[config.mk]
export PLATFORM = sky130hd
export DESIGN_NAME = sequence_controller_flat
export DESIGN_NICKNAME = d
export VERILOG_FILES = /design/src/design/seq_pkg.sv /design/src/design/seq_link_if.sv /design/src/design/sequence_controller.sv /design/src/flat_wrapper.sv
export SDC_FILE = /design/constraint.sdc
export NUM_CORES = 1
export LEC_CHECK = 0
export BUFFER_PORTS_ARGS = -buffer_cell sky130_fd_sc_hd__buf_2
export CORE_ASPECT_RATIO = 0.6
export CORE_UTILIZATION = 33
export CTS_CLUSTER_DIAMETER = 40
export DETAILED_ROUTE_END_ITERATION = 10
export PLACE_DENSITY_LB_ADDON = 0.3
export SYNTH_ARGS = -nofsm -noshare
export SYNTH_HDL_FRONTEND = slang
export SYNTH_SLANG_ARGS = --single-unit
[constraint.sdc]
create_clock -name pclk -period 10.8 [get_ports pclk]
set_clock_uncertainty 0.15 [all_clocks]
set_input_delay 2.16 -clock pclk [delete_from_list [all_inputs] [get_ports pclk]]
set_output_delay 2.16 -clock pclk [all_outputs]
set_load 0.01 [all_outputs]
[src/design/seq_pkg.sv]
// Shared constants for the counter and converter sequencer and its host.
// Assumes both ends run on one 25 MHz clock, pclk.
package seq_pkg;
  // System clock rate in hertz.
  localparam int CLK_HZ = 25_000_000;
  // Reference input rate in hertz.
  localparam int REF_HZ = 1_000_000;
  // Timebase rate in hertz.
  localparam int TB_HZ = 1;
  // Reference ticks in one half-cycle of the timebase.
  localparam int TB_HALF_REFS = REF_HZ / (2 * TB_HZ);
  // Frequency multiplication applied to the limited IF input.
  localparam logic [15:0] IF_MULT = 16'h0014;
  // Number of BCD digits in the shared counter.
  localparam int DIGITS = 6;
  // Counter value after reset and after each readout (990,000).
  localparam logic [23:0] CNT_PRESET = 24'h990000;
  // Step tracking latch patterns.
  localparam logic [2:0] STEP_IDLE = 3'h7;
  localparam logic [2:0] STEP_RAMP_UP = 3'h3;
  localparam logic [2:0] STEP_COUNT_UP = 3'h1;
  localparam logic [2:0] STEP_DISCHARGE = 3'h0;
  // Host register byte offsets.
  localparam logic [7:0] OFS_CTRL = 8'h00;
  localparam logic [7:0] OFS_STATUS = 8'h04;
  localparam logic [7:0] OFS_FREQ = 8'h08;
  localparam logic [7:0] OFS_LEVEL = 8'h0c;
  // Control field positions.
  localparam int CTRL_RUN = 0;
  localparam int CTRL_DISPLAY = 1;
  // Device sequencer states.
  typedef enum logic [2:0] {
    S_IDLE, S_ARMED, S_FREQ, S_RAMP_UP, S_COUNT_UP, S_DISCHARGE
  } dev_state_t;
  // Host controller states.
  typedef enum logic [3:0] {
    H_IDLE, H_F_WAIT_LOW, H_F_KICK, H_F_WAIT_FALL, H_F_WAIT_RISE,
    H_C_KICK, H_C_WAIT_FALL, H_C_WAIT_RISE, H_SCAN, H_GAP, H_TAKE
  } host_state_t;
endpackage

[src/design/seq_link_if.sv]
// Link between the sequencer device and its host controller.
// Assumes both ends are clocked by the same pclk.
`timescale 1ns/10ps
interface seq_link_if;
  logic count_mode_select; // High selects frequency counting.
  logic kickoff_n; // Active-low start pulse.
  logic done; // High when the counter is stopped.
  logic scan_strobe; // One pulse presents the next digit.
  logic bcd_weight_one; // Digit bit of weight one.
  logic bcd_weight_two; // Digit bit of weight two.
  logic bcd_weight_four; // Digit bit of weight four.
  logic bcd_weight_eight; // Digit bit of weight eight.
  logic timebase_1hz; // One hertz square wave.
  // Device end.
  modport dev (
    input count_mode_select, kickoff_n, scan_strobe,
    output done, bcd_weight_one, bcd_weight_two, bcd_weight_four,
    output bcd_weight_eight, timebase_1hz
  );
  // Host end.
  modport host (
    output count_mode_select, kickoff_n, scan_strobe,
    input done, bcd_weight_one, bcd_weight_two, bcd_weight_four,
    input bcd_weight_eight, timebase_1hz
  );
endinterface // seq_link_if

[src/design/sequence_controller.sv]
// Device end: dividers, IF multiplier, shared counter and sequencer.
// Assumes ref_1mhz, if_in and comparator are asynchronous pins and the
// link signals come from logic on pclk.
// How it works
// RULE1: Divide reference to 1 Hz and 500 kHz.
// RULE2: Multiply the IF frequency by twenty.
// RULE3: Clear counter, gate multiplied IF half-second.
// RULE4: Each scan pulse presents the next digit.
// RULE5: Display on: count, convert, then wait.
// RULE6: Display off: counter used only for conversions.
// RULE7: Host raises mode select in negative half.
// RULE8: Kickoff arms start at next timebase fall.
// RULE9: Frequency start clears the counter.
// RULE10: Frequency start clears every divider stage.
// RULE11: Timebase rising stops the frequency count.
// RULE12: Done low while frequency counting.
// RULE13: Host drops mode select, then reads.
// RULE14: Count equals ten times IF hertz.
// RULE15: Readout presets 990000 and sequencer idles.
// RULE16: Mode low counts the 500 kHz clock.
// RULE17: Idle latches all high; four steps.
// RULE18: Kickoff starts conversion, integrator ramps up.
// RULE19: Comparator rise starts counting, done low.
// RULE20: Carry reverses the integrator to discharge.
// RULE21: Comparator fall stops counting, done high.
// RULE22: Synchronise comparator and timebase edges.
//
// Decided for this implementation: the register addresses and the APB register port.
`timescale 1ns/10ps
module sequence_controller
  import seq_pkg::*;
#(
  parameter int TB_HALF = TB_HALF_REFS
) (
  // Clock and reset.
  input wire logic pclk,
  input wire logic presetn,
  // Analogue side pins.
  input wire logic ref_1mhz,
  input wire logic if_in,
  input wire logic comparator,
  output logic integ_dir_r,
  output logic [2:0] step_tracking_latches,
  // Link to the host.
  seq_link_if.dev link
);

  // Increments a six-digit BCD value; bit 24 is the wrap carry.
  function automatic logic [24:0] bcd_inc(input logic [23:0] v);
    logic [23:0] r;
    logic c;
    r = v;
    c = 1'b1;
    for (int i = 0; i < DIGITS; i++) begin
      if (c) begin
        if (r[i*4 +: 4] == 4'h9) begin
          r[i*4 +: 4] = 4'h0;
        end else begin
          r[i*4 +: 4] = r[i*4 +: 4] + 4'h1;
          c = 1'b0;
        end
      end
    end
    return {c, r};
  endfunction

  logic [1:0] ref_s; // Reference synchroniser.
  logic [1:0] if_s; // IF synchroniser.
  logic [1:0] cmp_s; // Comparator synchroniser.
  logic ref_d; // Previous synchronised reference.
  logic if_d; // Previous synchronised IF.
  logic cmp_d; // Previous synchronised comparator.
  logic sq500_r; // 500 kHz square wave.
  logic tb_r; // 1 Hz square wave.
  logic tb_d; // Previous timebase level.
  logic [19:0] tb_cnt_r; // Reference ticks in this half-cycle.
  logic [15:0] per_cnt_r; // Clocks since the last IF rise.
  logic [15:0] period_r; // Last measured IF period.
  logic [15:0] acc_r; // Phase accumulator of the multiplier.
  logic mult_pulse_r; // One pulse per twentieth of an IF period.
  logic [23:0] cnt_r; // Shared decimal counter, BCD.
  logic carry_r; // Counter wrapped on the last increment.
  logic kick_d; // Previous kickoff level.
  logic scan_d; // Previous scan strobe level.
  logic [2:0] dig_r; // Digit presented on the next scan.
  logic [3:0] bcd_r; // Digit on the output lines.
  logic done_r; // Done flag.
  dev_state_t state_r; // Sequencer state.
  logic ref_tick; // Reference rising edge.
  logic tick500; // 500 kHz rising edge.
  logic tb_rise; // Timebase rising edge.
  logic tb_fall; // Timebase falling edge.
  logic kick_fall; // Kickoff went low.
  logic scan_rise; // Scan strobe went high.
  logic freq_start; // Frequency gate opens now.
  logic count_en; // Counter advances this cycle.
  logic [24:0] inc; // Incremented counter with carry.

  assign ref_tick = ref_s[1] & ~ref_d;
  assign tick500 = ref_tick & ~sq500_r;
  assign tb_rise = tb_r & ~tb_d;
  assign tb_fall = ~tb_r & tb_d;
  assign kick_fall = ~link.kickoff_n & kick_d;
  assign scan_rise = link.scan_strobe & ~scan_d;
  assign freq_start = (state_r == S_ARMED) && tb_fall; // RULE8
  assign inc = bcd_inc(cnt_r);

  // Two-stage synchronisers for all asynchronous pins.
  always_ff @(posedge pclk or negedge presetn) begin
    if (!presetn) begin
      ref_s <= 2'h0;
      if_s <= 2'h0;
      cmp_s <= 2'h0;
      ref_d <= 1'b0;
      if_d <= 1'b0;
      cmp_d <= 1'b0;
      tb_d <= 1'b1;
      kick_d <= 1'b1;
      scan_d <= 1'b0;
    end else begin
      ref_s <= {ref_s[0], ref_1mhz}; // RULE22
      if_s <= {if_s[0], if_in};
      cmp_s <= {cmp_s[0], comparator}; // RULE22
      ref_d <= ref_s[1];
      if_d <= if_s[1];
      cmp_d <= cmp_s[1];
      tb_d <= tb_r; // RULE22
      kick_d <= link.kickoff_n;
      scan_d <= link.scan_strobe;
    end
  end

  // Divider chain; cleared whole when a frequency gate opens.
  always_ff @(posedge pclk or negedge presetn) begin
    if (!presetn) begin
      sq500_r <= 1'b0;
      tb_r <= 1'b1;
      tb_cnt_r <= 20'h00000;
    end else if (freq_start) begin
      sq500_r <= 1'b0; // RULE10
      tb_r <= 1'b0; // RULE10
      tb_cnt_r <= 20'h00000; // RULE10
    end else if (ref_tick) begin
      sq500_r <= ~sq500_r; // RULE1
      if (tb_cnt_r == 20'(TB_HALF - 1)) begin
        tb_cnt_r <= 20'h00000;
        tb_r <= ~tb_r; // RULE1
      end else begin
        tb_cnt_r <= tb_cnt_r + 20'h00001;
      end
    end
  end

  // IF multiplier: period measurement and a phase accumulator that
  // emits twenty pulses per measured period.
  always_ff @(posedge pclk or negedge presetn) begin
    if (!presetn) begin
      per_cnt_r <= 16'h0000;
      period_r <= 16'hffff;
      acc_r <= 16'h0000;
      mult_pulse_r <= 1'b0;
    end else begin
      if (if_s[1] && !if_d) begin
        period_r <= per_cnt_r + 16'h0001;
        per_cnt_r <= 16'h0000;
      end else if (per_cnt_r != 16'hffff) begin
        per_cnt_r <= per_cnt_r + 16'h0001;
      end
      if (acc_r + IF_MULT >= period_r && period_r > IF_MULT) begin
        acc_r <= acc_r + IF_MULT - period_r; // RULE2
        mult_pulse_r <= 1'b1; // RULE2
      end else begin
        acc_r <= acc_r + IF_MULT;
        mult_pulse_r <= 1'b0;
      end
    end
  end

  // Counter clock source follows the mode select.
  always_comb begin
    if (link.count_mode_select) begin
      count_en = (state_r == S_FREQ) && mult_pulse_r; // RULE3
    end else begin
      count_en = tick500 && (state_r == S_COUNT_UP ||
                             state_r == S_DISCHARGE); // RULE16
    end
  end

  // Shared counter: clear, preset after readout, or advance.
  always_ff @(posedge pclk or negedge presetn) begin
    if (!presetn) begin
      cnt_r <= CNT_PRESET;
      carry_r <= 1'b0;
    end else if (freq_start) begin
      cnt_r <= 24'h000000; // RULE9
      carry_r <= 1'b0;
    end else if (scan_rise && dig_r == 3'(DIGITS - 1)) begin
      cnt_r <= CNT_PRESET; // RULE15
      carry_r <= 1'b0;
    end else if (count_en) begin
      cnt_r <= inc[23:0]; // RULE14
      carry_r <= inc[24]; // RULE20
    end else begin
      carry_r <= 1'b0;
    end
  end

  // Digit readout, least significant digit first.
  always_ff @(posedge pclk or negedge presetn) begin
    if (!presetn) begin
      dig_r <= 3'h0;
      bcd_r <= 4'h0;
    end else if (scan_rise) begin
      bcd_r <= cnt_r[dig_r*4 +: 4]; // RULE4
      if (dig_r == 3'(DIGITS - 1)) begin
        dig_r <= 3'h0;
      end else begin
        dig_r <= dig_r + 3'h1; // RULE4
      end
    end
  end

  // Sequencer: frequency gate and the four conversion steps.
  always_ff @(posedge pclk or negedge presetn) begin
    if (!presetn) begin
      state_r <= S_IDLE;
      done_r <= 1'b1;
      integ_dir_r <= 1'b1;
    end else begin
      case (state_r)
        S_IDLE: begin
          // Mode high arms a frequency count, low starts a conversion.
          if (kick_fall && link.count_mode_select) begin
            state_r <= S_ARMED; // RULE8 RULE5
          end else if (kick_fall) begin
            state_r <= S_RAMP_UP; // RULE18 RULE6
            integ_dir_r <= 1'b0; // RULE18
          end
        end
        S_ARMED: begin
          // Waits for the timebase to fall.
          if (freq_start) begin
            state_r <= S_FREQ;
            done_r <= 1'b0; // RULE12
          end
        end
        S_FREQ: begin
          // Gate closes when the timebase goes high again.
          if (tb_rise) begin
            state_r <= S_IDLE; // RULE11
            done_r <= 1'b1; // RULE12
          end
        end
        S_RAMP_UP: begin
          if (cmp_s[1] && !cmp_d) begin
            state_r <= S_COUNT_UP; // RULE19
            done_r <= 1'b0; // RULE19
          end
        end
        S_COUNT_UP: begin
          if (carry_r) begin
            state_r <= S_DISCHARGE; // RULE20
            integ_dir_r <= 1'b1; // RULE20
          end
        end
        S_DISCHARGE: begin
          if (!cmp_s[1] && cmp_d) begin
            state_r <= S_IDLE; // RULE21
            done_r <= 1'b1; // RULE21
          end
        end
        default: begin
          state_r <= S_IDLE;
          done_r <= 1'b1;
          integ_dir_r <= 1'b1;
        end
      endcase
    end
  end

  // Step tracking latches mirror the conversion step.
  always_ff @(posedge pclk or negedge presetn) begin
    if (!presetn) begin
      step_tracking_latches <= STEP_IDLE;
    end else begin
      case (state_r)
        S_RAMP_UP: step_tracking_latches <= STEP_RAMP_UP; // RULE17
        S_COUNT_UP: step_tracking_latches <= STEP_COUNT_UP; // RULE17
        S_DISCHARGE: step_tracking_latches <= STEP_DISCHARGE; // RULE17
        default: step_tracking_latches <= STEP_IDLE; // RULE17
      endcase
    end
  end

  // Link outputs, all from flip-flops.
  assign link.done = done_r;
  assign link.timebase_1hz = tb_r;
  assign link.bcd_weight_one = bcd_r[0];
  assign link.bcd_weight_two = bcd_r[1];
  assign link.bcd_weight_four = bcd_r[2];
  assign link.bcd_weight_eight = bcd_r[3];

endmodule // sequence_controller

[src/flat_wrapper.sv]
// flat-port wrapper written by rule: the top's interface ports become plain ports
module sequence_controller_flat import seq_pkg::*;
#(
  parameter int TB_HALF = TB_HALF_REFS
)
  (pclk, presetn, ref_1mhz, if_in, comparator, integ_dir_r, step_tracking_latches, link_count_mode_select, link_kickoff_n, link_scan_strobe, link_done, link_bcd_weight_one, link_bcd_weight_two, link_bcd_weight_four, link_bcd_weight_eight, link_timebase_1hz);
  seq_link_if link_i ();
  input wire logic pclk;
  input wire logic presetn;
  input wire logic ref_1mhz;
  input wire logic if_in;
  input wire logic comparator;
  output logic integ_dir_r;
  output logic [2:0] step_tracking_latches;
  input wire logic [$bits(link_i.count_mode_select)-1:0] link_count_mode_select;
  input wire logic [$bits(link_i.kickoff_n)-1:0] link_kickoff_n;
  input wire logic [$bits(link_i.scan_strobe)-1:0] link_scan_strobe;
  output wire logic [$bits(link_i.done)-1:0] link_done;
  output wire logic [$bits(link_i.bcd_weight_one)-1:0] link_bcd_weight_one;
  output wire logic [$bits(link_i.bcd_weight_two)-1:0] link_bcd_weight_two;
  output wire logic [$bits(link_i.bcd_weight_four)-1:0] link_bcd_weight_four;
  output wire logic [$bits(link_i.bcd_weight_eight)-1:0] link_bcd_weight_eight;
  output wire logic [$bits(link_i.timebase_1hz)-1:0] link_timebase_1hz;
  assign link_i.count_mode_select = link_count_mode_select;
  assign link_i.kickoff_n = link_kickoff_n;
  assign link_i.scan_strobe = link_scan_strobe;
  assign link_done = link_i.done;
  assign link_bcd_weight_one = link_i.bcd_weight_one;
  assign link_bcd_weight_two = link_i.bcd_weight_two;
  assign link_bcd_weight_four = link_i.bcd_weight_four;
  assign link_bcd_weight_eight = link_i.bcd_weight_eight;
  assign link_timebase_1hz = link_i.timebase_1hz;
  sequence_controller #(.TB_HALF(TB_HALF)) u_core (.pclk(pclk), .presetn(presetn), .ref_1mhz(ref_1mhz), .if_in(if_in), .comparator(comparator), .integ_dir_r(integ_dir_r), .step_tracking_latches(step_tracking_latches), .link(link_i));
endmodule
==> results of run 1 <==
==> routing by layer <==
| layer | vias up | global-route usage [%] |
|---|---|---|
| li1 | 2539 | - |
| met1 | 2339 | 25.0 |
| met2 | 76 | 16.5 |
| met3 | 14 | 4.31 |
| met4 | 0 | 4.43 |
| met5 | - | 0 |
==> cell type report <==
cell class	count	area, um2	area share [%]
Inverter	39	146	1.88
Multi-Input combinational cell	526	3460	44.3
Sequential cell	123	3110	39.9
Timing Repair Buffer	21	121	1.55
Clock buffer	21	460	5.90
Tap cell	273	342	4.38
Clock inverter	11	166	2.13
==> flip-flops by register name, indices dropped and copies added (netlist names), 2 cells and up <==
register	cells
u_core.acc_r	16
u_core.bcd_r	4
u_core.cmp_s	2
u_core.cnt_r	24
u_core.dig_r	3
u_core.if_s	2
u_core.per_cnt_r	16
u_core.period_r	16
u_core.ref_s	2
u_core.state_r	3
u_core.step_tracking_latches	3
u_core.tb_cnt_r	20
==> cells by family after synthesis <==
logic type | count (synthesis)
and+or+nand+nor | 257
AOI/OAI and AO/OA | 148
DFF | 123
buffers and inverters | 58
xor gates and xnor gates | 54
muxes | 35
adders and majority gates | 32
==> power groups by stage <==
stage	combinational [mW]	sequential, mW	clock [mW]
after floorplan	0.609	0.615	0
after global placement	0.735	0.658	0
after detailed placement	0.735	0.657	0
after CTS	0.740	0.651	0.622
after global routing	0.842	0.668	0.644
final	0.746	0.652	0.606
==> worst max path at each step <==
stage | to | cells after the start | from
final | u_core.cnt_r[23] | 7 | link_count_mode_select
after global routing | u_core.cnt_r[23] | 7 | link_count_mode_select
after CTS | u_core.cnt_r[23] | 7 | link_count_mode_select
after detailed placement | u_core.cnt_r[23] | 7 | link_count_mode_select
after global placement | u_core.cnt_r[23] | 7 | link_count_mode_select
after floorplan | u_core.cnt_r[23] | 6 | link_count_mode_select
==> metrics by stage <==
stage,hold slack [ns],utilization (%),std cells,power (mW)
detailed placement,0.188,35.8,982,1.39
CTS,0.192,38.9,1014,2.01
global placement,0.182,35.8,982,1.39
finish,0.191,38.9,1014,2.00
floorplan,0.181,-,707,1.22
global route,0.215,38.9,1014,2.15
==> placed cells by master, fill, tap and decap left out, drive strengths merged, types with 5 or more instances in the layout <==
master / netlist / routed
a21o: 10 / 10
a21oi: 43 / 43
a31oi: 5 / 5
and3: 6 / 6
buf: 1 / 21
clkbuf: 18 / 21
dfrtp: 95 / 95
dfstp: 28 / 28
ha: 31 / 31
inv: 39 / 40
mux2: 14 / 14
mux2i: 17 / 17
nand2: 73 / 73
nand2b: 10 / 10
nand3: 22 / 22
nand4: 7 / 7
nor2: 71 / 71
nor2b: 8 / 8
nor3: 18 / 18
nor4: 7 / 7
o21ai: 55 / 55
or3: 13 / 13
xnor2: 32 / 32
xor2: 22 / 22
==> metrics.csv, run 1 <==
stage,metric,value,unit
die,standard-cell row count,40,
worst_setup_path,FF-to-FF Start,u_core.acc_r[2],
synthesis,commonest cells in the netlist,"95 x dfrtp_1, 72 x nand2_1, 71 x nor2_1, 55 x o21ai_0, 43 x a21oi_1",
routing,DR vias,4968,
synthesis,simple-gate portion of the synthesized area,18.7,%
pwr,leakage,3.30,nW
global_routing,first-pass GRT wire length,24500,um
timing,Worst Tran Pin Value,1.16,ns
routing,final WL,14300,um
pwr,Comb power frac,37.2,%
clocking,H-tree levels,4,
cells_and_area,# nets final,768,
global_routing,largest net degree at the start of global routing,77,
global_routing,initial antenna violation count,0,
cells_and_area,Ant. Diodes,0,
synthesis,synthesis-stage register bit count,123,
clocking,setup bufs post-CTS,0,
synthesis,synth top area cells,"dfrtp_1 35%, dfstp_2 11%, ha_1 5.7%",
cells_and_area,fillcell total,1961,
worst_setup_path,R2R depth,12,
synthesis,Synthesized Nets,747,
global_routing,vias in the first global route,4619,
synthesis,sequential element share of the synthesized area,45.9,%
min_path,Hold Crit Start,u_core.cmp_s[0],
routing,WL met1,8780,um
worst_setup_path,"CP delay by family, top",simple AND/OR/NAND/NOR gates,
placed_design,post-DP HPWL,10100,um
clocking,hold buffer count at cts,0,
global_routing,total grt overflow,0,
timing,fmax,0.242,GHz
die,Die Area,0.0212,mm2
timing,# setup viols final,0,
pwr,switch share,35.9,%
cells_and_area,fin area,0.00780,mm2
cells_and_area,P&R area growth vs syn,15.0,%
cells_and_area,share of cells above drive strength 1,14.4,%
min_path,hold path depth,0,
pwr,Max VDD drop,0.183,mV
timing,Final Max Slew Viols,0,
synthesis,ys async rst share,100,%
worst_setup_path,crit path launch type,primary input,
clocking,Max clock buf depth,2,
routing,highest metal used,met4,
pwr,Clk network pwr share,30.3,%
clocking,Root Driver,clkbuf_16,
timing,Fin Setup TNS,0,ns
synthesis,"EDFF count, synth",0,
timing,post-route minimum period,4.13,ns
pwr,PwrDens,257,mW/mm2
clocking,Worst-Skew Late Latency,0.43,ns
worst_setup_path,WP data arrival,4.33,ns
synthesis,Synth area leader,dfrtp_1,
timing,period utilization,38.2,%
die,# IOs,18,
flow_run,maxcap violations,0,
worst_setup_path,Crit Path Max Fanout,12,
clocking,# clock sinks,123,
synthesis,XOR/XNOR share of the synthesized area,6.97,%
min_path,worst min path class,register to register,
timing,final setup margin,6.67,ns
timing,Final Hold Vio Count,0,
routing,Iter 0 DRT Violations,452,
synthesis,Post-Synth Adder-Cell Area,6.01,%
die,Initial Util,33.8,%
timing,unrepaired setup endpoints after global routing,false,
synthesis,Synth Instances,707,
outcome,status,finished clean,
clocking,Resized Gates After CTS,0,
worst_setup_path,worst stage delay on the critical path,0.62,ns
pwr,Int Power,1.28,mW
routing,drt wl/cell,14.1,um
synthesis,dominant cell by count in the synthesized netlist,dfrtp_1,
worst_setup_path,WP buf/inv,1,
synthesis,Syn. warnings,0,
placed_design,GP Congestion,0.810,
synthesis,Synth top area share,35.0,%
worst_setup_path,CP max stage cell,nor4_4,
worst_setup_path,Setup crit end kind,register,
die,DIE HEIGHT,113,um
pwr,Seq pwr share,32.5,%
synthesis,mux share of post-synthesis cell area,6.16,%
synthesis,synthesized area,0.00679,mm2
die,width of the die,187,um
synthesis,Compound-Gate Fraction of Synth Area,13.1,%
pwr,Psw,0.719,mW
timing,tightest slew margin relative to the limit,22.7,%
routing,met3 wire len,595,um
die,core box area,0.0201,mm2
synthesis,syn_area_per_cell,9.60,um2
worst_setup_path,setup slack on the worst flop-to-flop path,7.03,ns
routing,Detail Route Antenna Nets,0,
worst_setup_path,RR Endpoint,u_core.acc_r[5],
min_path,hold endpoint,u_core.cmp_s[1],
placed_design,port bufs,17,
global_routing,total global routing track utilization,14.8,%
routing,1st-pass router iterations,5,
clocking,clock-pin slew on the worst setup and hold paths,0.06,ns
synthesis,Main synth FF type,dfrtp_1,
routing,routed length on met2,4820,um
worst_setup_path,kind of critical path,primary input to register,
routing,post-DR vias/cell,4.90,
worst_setup_path,CP required,11.00,ns
routing,Residual DRC,0,
clocking,CTS buffer count,17,
synthesis,Cell variety after synth,60,
synthesis,largest family of logic cells by synthesized area,simple AND/OR/NAND/NOR gates,
placed_design,Setup WS pre-CTS,6.18,ns
placed_design,Placed Area,0.00718,mm2
worst_setup_path,CP Cell Sequence,"buf_2, nor4b_2, a22oi_2, nor4_4, nand2_2, or4b_1, a31oi_1",
clocking,TritonCTS clock tree,built,
(Power assumes the default switching activity.)
==> inputs of run 2 (changes only) <==
Settings changed: ABC_AREA set to 1.
Clock period 10.8 ns to 3.5 ns, I/O delays scaled along.
==> metrics.csv, run 2 <==
stage,metric,value,unit,change
clocking,Resized Gates After CTS,0,,unchanged
cells_and_area,share of cells above drive strength 1,11.1,%,-3.4 points
worst_setup_path,CP Cell Sequence,"ha_1, o21ai_0, inv_1, nand2_1, nor2_1, nand2_1, xnor2_1, ha_1, nand2_1, nor3_1, and2_1, nand2_1, nand2_1, nand2_2, nand2_1, nand2_1",,
placed_design,port bufs,17,,unchanged
pwr,leakage,4.25,nW,+29%
synthesis,Syn. warnings,0,,unchanged
cells_and_area,"most common cell after layout, fill and taps aside",nand2_1,,
synthesis,syn_area_per_cell,7.26,um2,-24%
clocking,Worst-Skew Late Latency,0.42,ns,about the same
worst_setup_path,Critical path origin,u_core.acc_r[2],,
routing,DR vias,6786,,+37%
die,width of the die,199,um,+6.5%
synthesis,synth top area cells,"dfrtp_1 31%, nand2_1 15%, dfstp_2 9.5%",,
worst_setup_path,Setup crit end kind,register,,
timing,fmax,0.328,GHz,
worst_setup_path,setup slack on the worst flop-to-flop path,0.45,ns,-6.58 ns
clocking,CTS buffer count,17,,unchanged
timing,Fin Setup TNS,0,ns,unchanged
worst_setup_path,crit path launch type,register,,
worst_setup_path,kind of critical path,register to register,,
worst_setup_path,Most Frequent Cell on Critical Path,nand2_1,,
die,Initial Util,34.3,%,+0.46 points
cells_and_area,# nets final,1128,,+47%
timing,Final Max Slew Viols,0,,unchanged
global_routing,vias in the first global route,6211,,+34%
worst_setup_path,CP max stage cell,dfrtp_1,,
clocking,# clock sinks,123,,unchanged
die,DIE HEIGHT,120,um,+6.5%
timing,Final Hold Vio Count,0,,unchanged
synthesis,"EDFF count, synth",0,,unchanged
timing,unrepaired setup endpoints after global routing,false,,
synthesis,Cell variety after synth,39,,-35%
synthesis,dominant cell by count in the synthesized netlist,nand2_1,,
cells_and_area,most frequent cells in the layout,"307 x nand2_1, 150 x inv_1, 97 x nor2_1",,
outcome,status,finished clean,,
global_routing,first-pass GRT wire length,33200,um,+35%
global_routing,total global routing track utilization,17.8,%,+3.0 points
worst_setup_path,FF-to-FF Start,u_core.acc_r[2],,
global_routing,total grt overflow,0,,unchanged
synthesis,Synth top area share,30.8,%,-4.2 points
timing,post-route minimum period,3.05,ns,
routing,post-DR vias/cell,4.82,,-1.7%
worst_setup_path,WP data arrival,3.21,ns,-1.12 ns
pwr,Max VDD drop,0.621,mV,+240%
pwr,Final Power,7.42,mW,+270%
cells_and_area,P&R area growth vs syn,12.7,%,
cells_and_area,Largest Register,u_core.cnt_r,,
worst_setup_path,"CP delay by family, top",simple AND/OR/NAND/NOR gates,,
worst_setup_path,WP buf/inv,1,,unchanged
routing,Iter 0 DRT Violations,582,,+29%
synthesis,commonest cells in the netlist,"307 x nand2_1, 150 x inv_1, 97 x nor2_1, 95 x dfrtp_1, 84 x nand3_1",,
timing,period utilization,87.2,%,
placed_design,Setup WS pre-CTS,0.477,ns,-5.70 ns
synthesis,Synth area leader,dfrtp_1,,
timing,# setup viols final,0,,unchanged
clocking,Max clock buf depth,2,,unchanged
timing,Worst Tran Pin Value,0.817,ns,-0.338 ns
clocking,clock-pin slew on the worst setup and hold paths,0.06,ns,about the same
min_path,worst min path class,primary input to async pin,,
placed_design,GP Congestion,0.946,,+17%
global_routing,initial antenna violation count,0,,unchanged
global_routing,largest net degree at the start of global routing,74,,-3.9%
routing,Detail Route Antenna Nets,0,,unchanged
flow_run,maxcap violations,0,,unchanged
timing,tightest slew margin relative to the limit,45.4,%,+23 points
clocking,TritonCTS clock tree,built,,
synthesis,synthesis-stage register bit count,123,,unchanged
worst_setup_path,CP required,3.65,ns,-7.35 ns
clocking,Root Driver,clkbuf_16,,
placed_design,post-DP HPWL,14600,um,+44%
pwr,PwrDens,854,mW/mm2,+230%
routing,Residual DRC,0,,unchanged
cells_and_area,Ant. Diodes,0,,unchanged
clocking,hold buffer count at cts,0,,unchanged
worst_setup_path,Crit Path Max Fanout,16,,+4
die,core box area,0.0225,mm2,+12%
synthesis,Main synth FF type,dfrtp_1,,
worst_setup_path,worst stage delay on the critical path,0.39,ns,-0.23 ns
synthesis,Synth Instances,1062,,+50%
timing,WHS,0.119,ns,-0.0718 ns
die,Die Area,0.0240,mm2,+13%
cells_and_area,Final Util,38.6,%,-0.26 points
synthesis,ys async rst share,100,%,unchanged
routing,1st-pass router iterations,5,,unchanged
cells_and_area,Largest register FFs,24,,unchanged
clocking,setup bufs post-CTS,0,,unchanged
synthesis,Synthesized Nets,1102,,+48%
die,standard-cell row count,42,,+5.0%
cells_and_area,biggest regs,"u_core.cnt_r (24), u_core.tb_cnt_r (20)",,
timing,final setup margin,0.449,ns,-6.22 ns
routing,final WL,19500,um,+36%
die,# IOs,18,,unchanged
routing,drt wl/cell,13.8,um,-2.3%
clocking,H-tree levels,4,,unchanged
synthesis,sequential element share of the synthesized area,40.4,%,-5.5 points
synthesis,synthesized area,0.00771,mm2,+14%
run 2: changes by cell type after synthesis, sizes merged, moves of 14 or more:
| cell | delta |
|---|---|
| nand2 | +247 |
| inv | +118 |
| xnor2 | -23 |
| nand3 | +62 |
| mux2i | -17 |
| nand4 | +21 |
| nor2 | +38 |
| mux2 | -14 |
run 2: layout make-up:
cell class | instances | area (um2)
inverters | 157 | 589
multi-input cells | 767 | 3930
clock inverters | 11 | 72.6
repair buffers | 22 | 141
clock buffers | 21 | 460
fillers | 2371 | 13800
flip-flops and latches | 123 | 3110
well taps | 308 | 385
run 2: path summary, 6_finish.rpt:
kind | to | cells past startpoint
min in group pclk | u_core.if_s[1] | 0
worst max register to register | u_core.acc_r[6] | 16
worst min-delay path | u_core.cnt_r[22] | 1
worst max-delay path | u_core.acc_r[6] | 16
max in group asynchronous | u_core.period_r[5] | 2
worst min register to register | u_core.if_s[1] | 0
run 2: cells by family after synthesis:
family / Yosys count / share of synthesized area, %
AND/OR/NAND/NOR: 588 / 33.4
buffers and inverters: 172 / 8.70
flip-flops: 123 / 40.4
AO/OA/AOI/OAI: 109 / 7.92
XOR/XNOR: 38 / 4.32
adder cells (fa/ha/maj): 32 / 5.29
run 2: per-stage QoR:
stage	area, um2	std cells
floorplan	7710	1062
global placement	8160	1377
detailed placement	8160	1377
CTS	8690	1409
global route	8690	1409
finish	8690	1409
run 2: report_power, final:
part / switching (mW) / internal [mW] / leakage (nW)
Combinational: 2.41 / 1.30 / 2.50
Clock: 0.670 / 0.936 / 0.255
Sequential: 0.327 / 1.79 / 1.50
run 2: metal layers:
metal,global-route usage [%],routed length [um],up-vias,part of all wire (%)
met5,0,0,-,0
met4,4.25,182,0,0.94
met3,4.49,1410,15,7.3
met2,20.5,6600,210,34
met1,30.5,11300,3115,58
li1,-,-,3446,-
run 2: worst register-to-register path, stage by stage, from the launching register on:
cell and delay (ns):
dfrtp_1 0.39, ha_1 0.23, o21ai_0 0.25, inv_1 0.12
nand2_1 0.11, nor2_1 0.05, nand2_1 0.06, xnor2_1 0.08
ha_1 0.38, nand2_1 0.11, nor3_1 0.23, and2_1 0.17
nand2_1 0.08, nand2_1 0.10, nand2_2 0.22, nand2_1 0.13
nand2_1 0.06
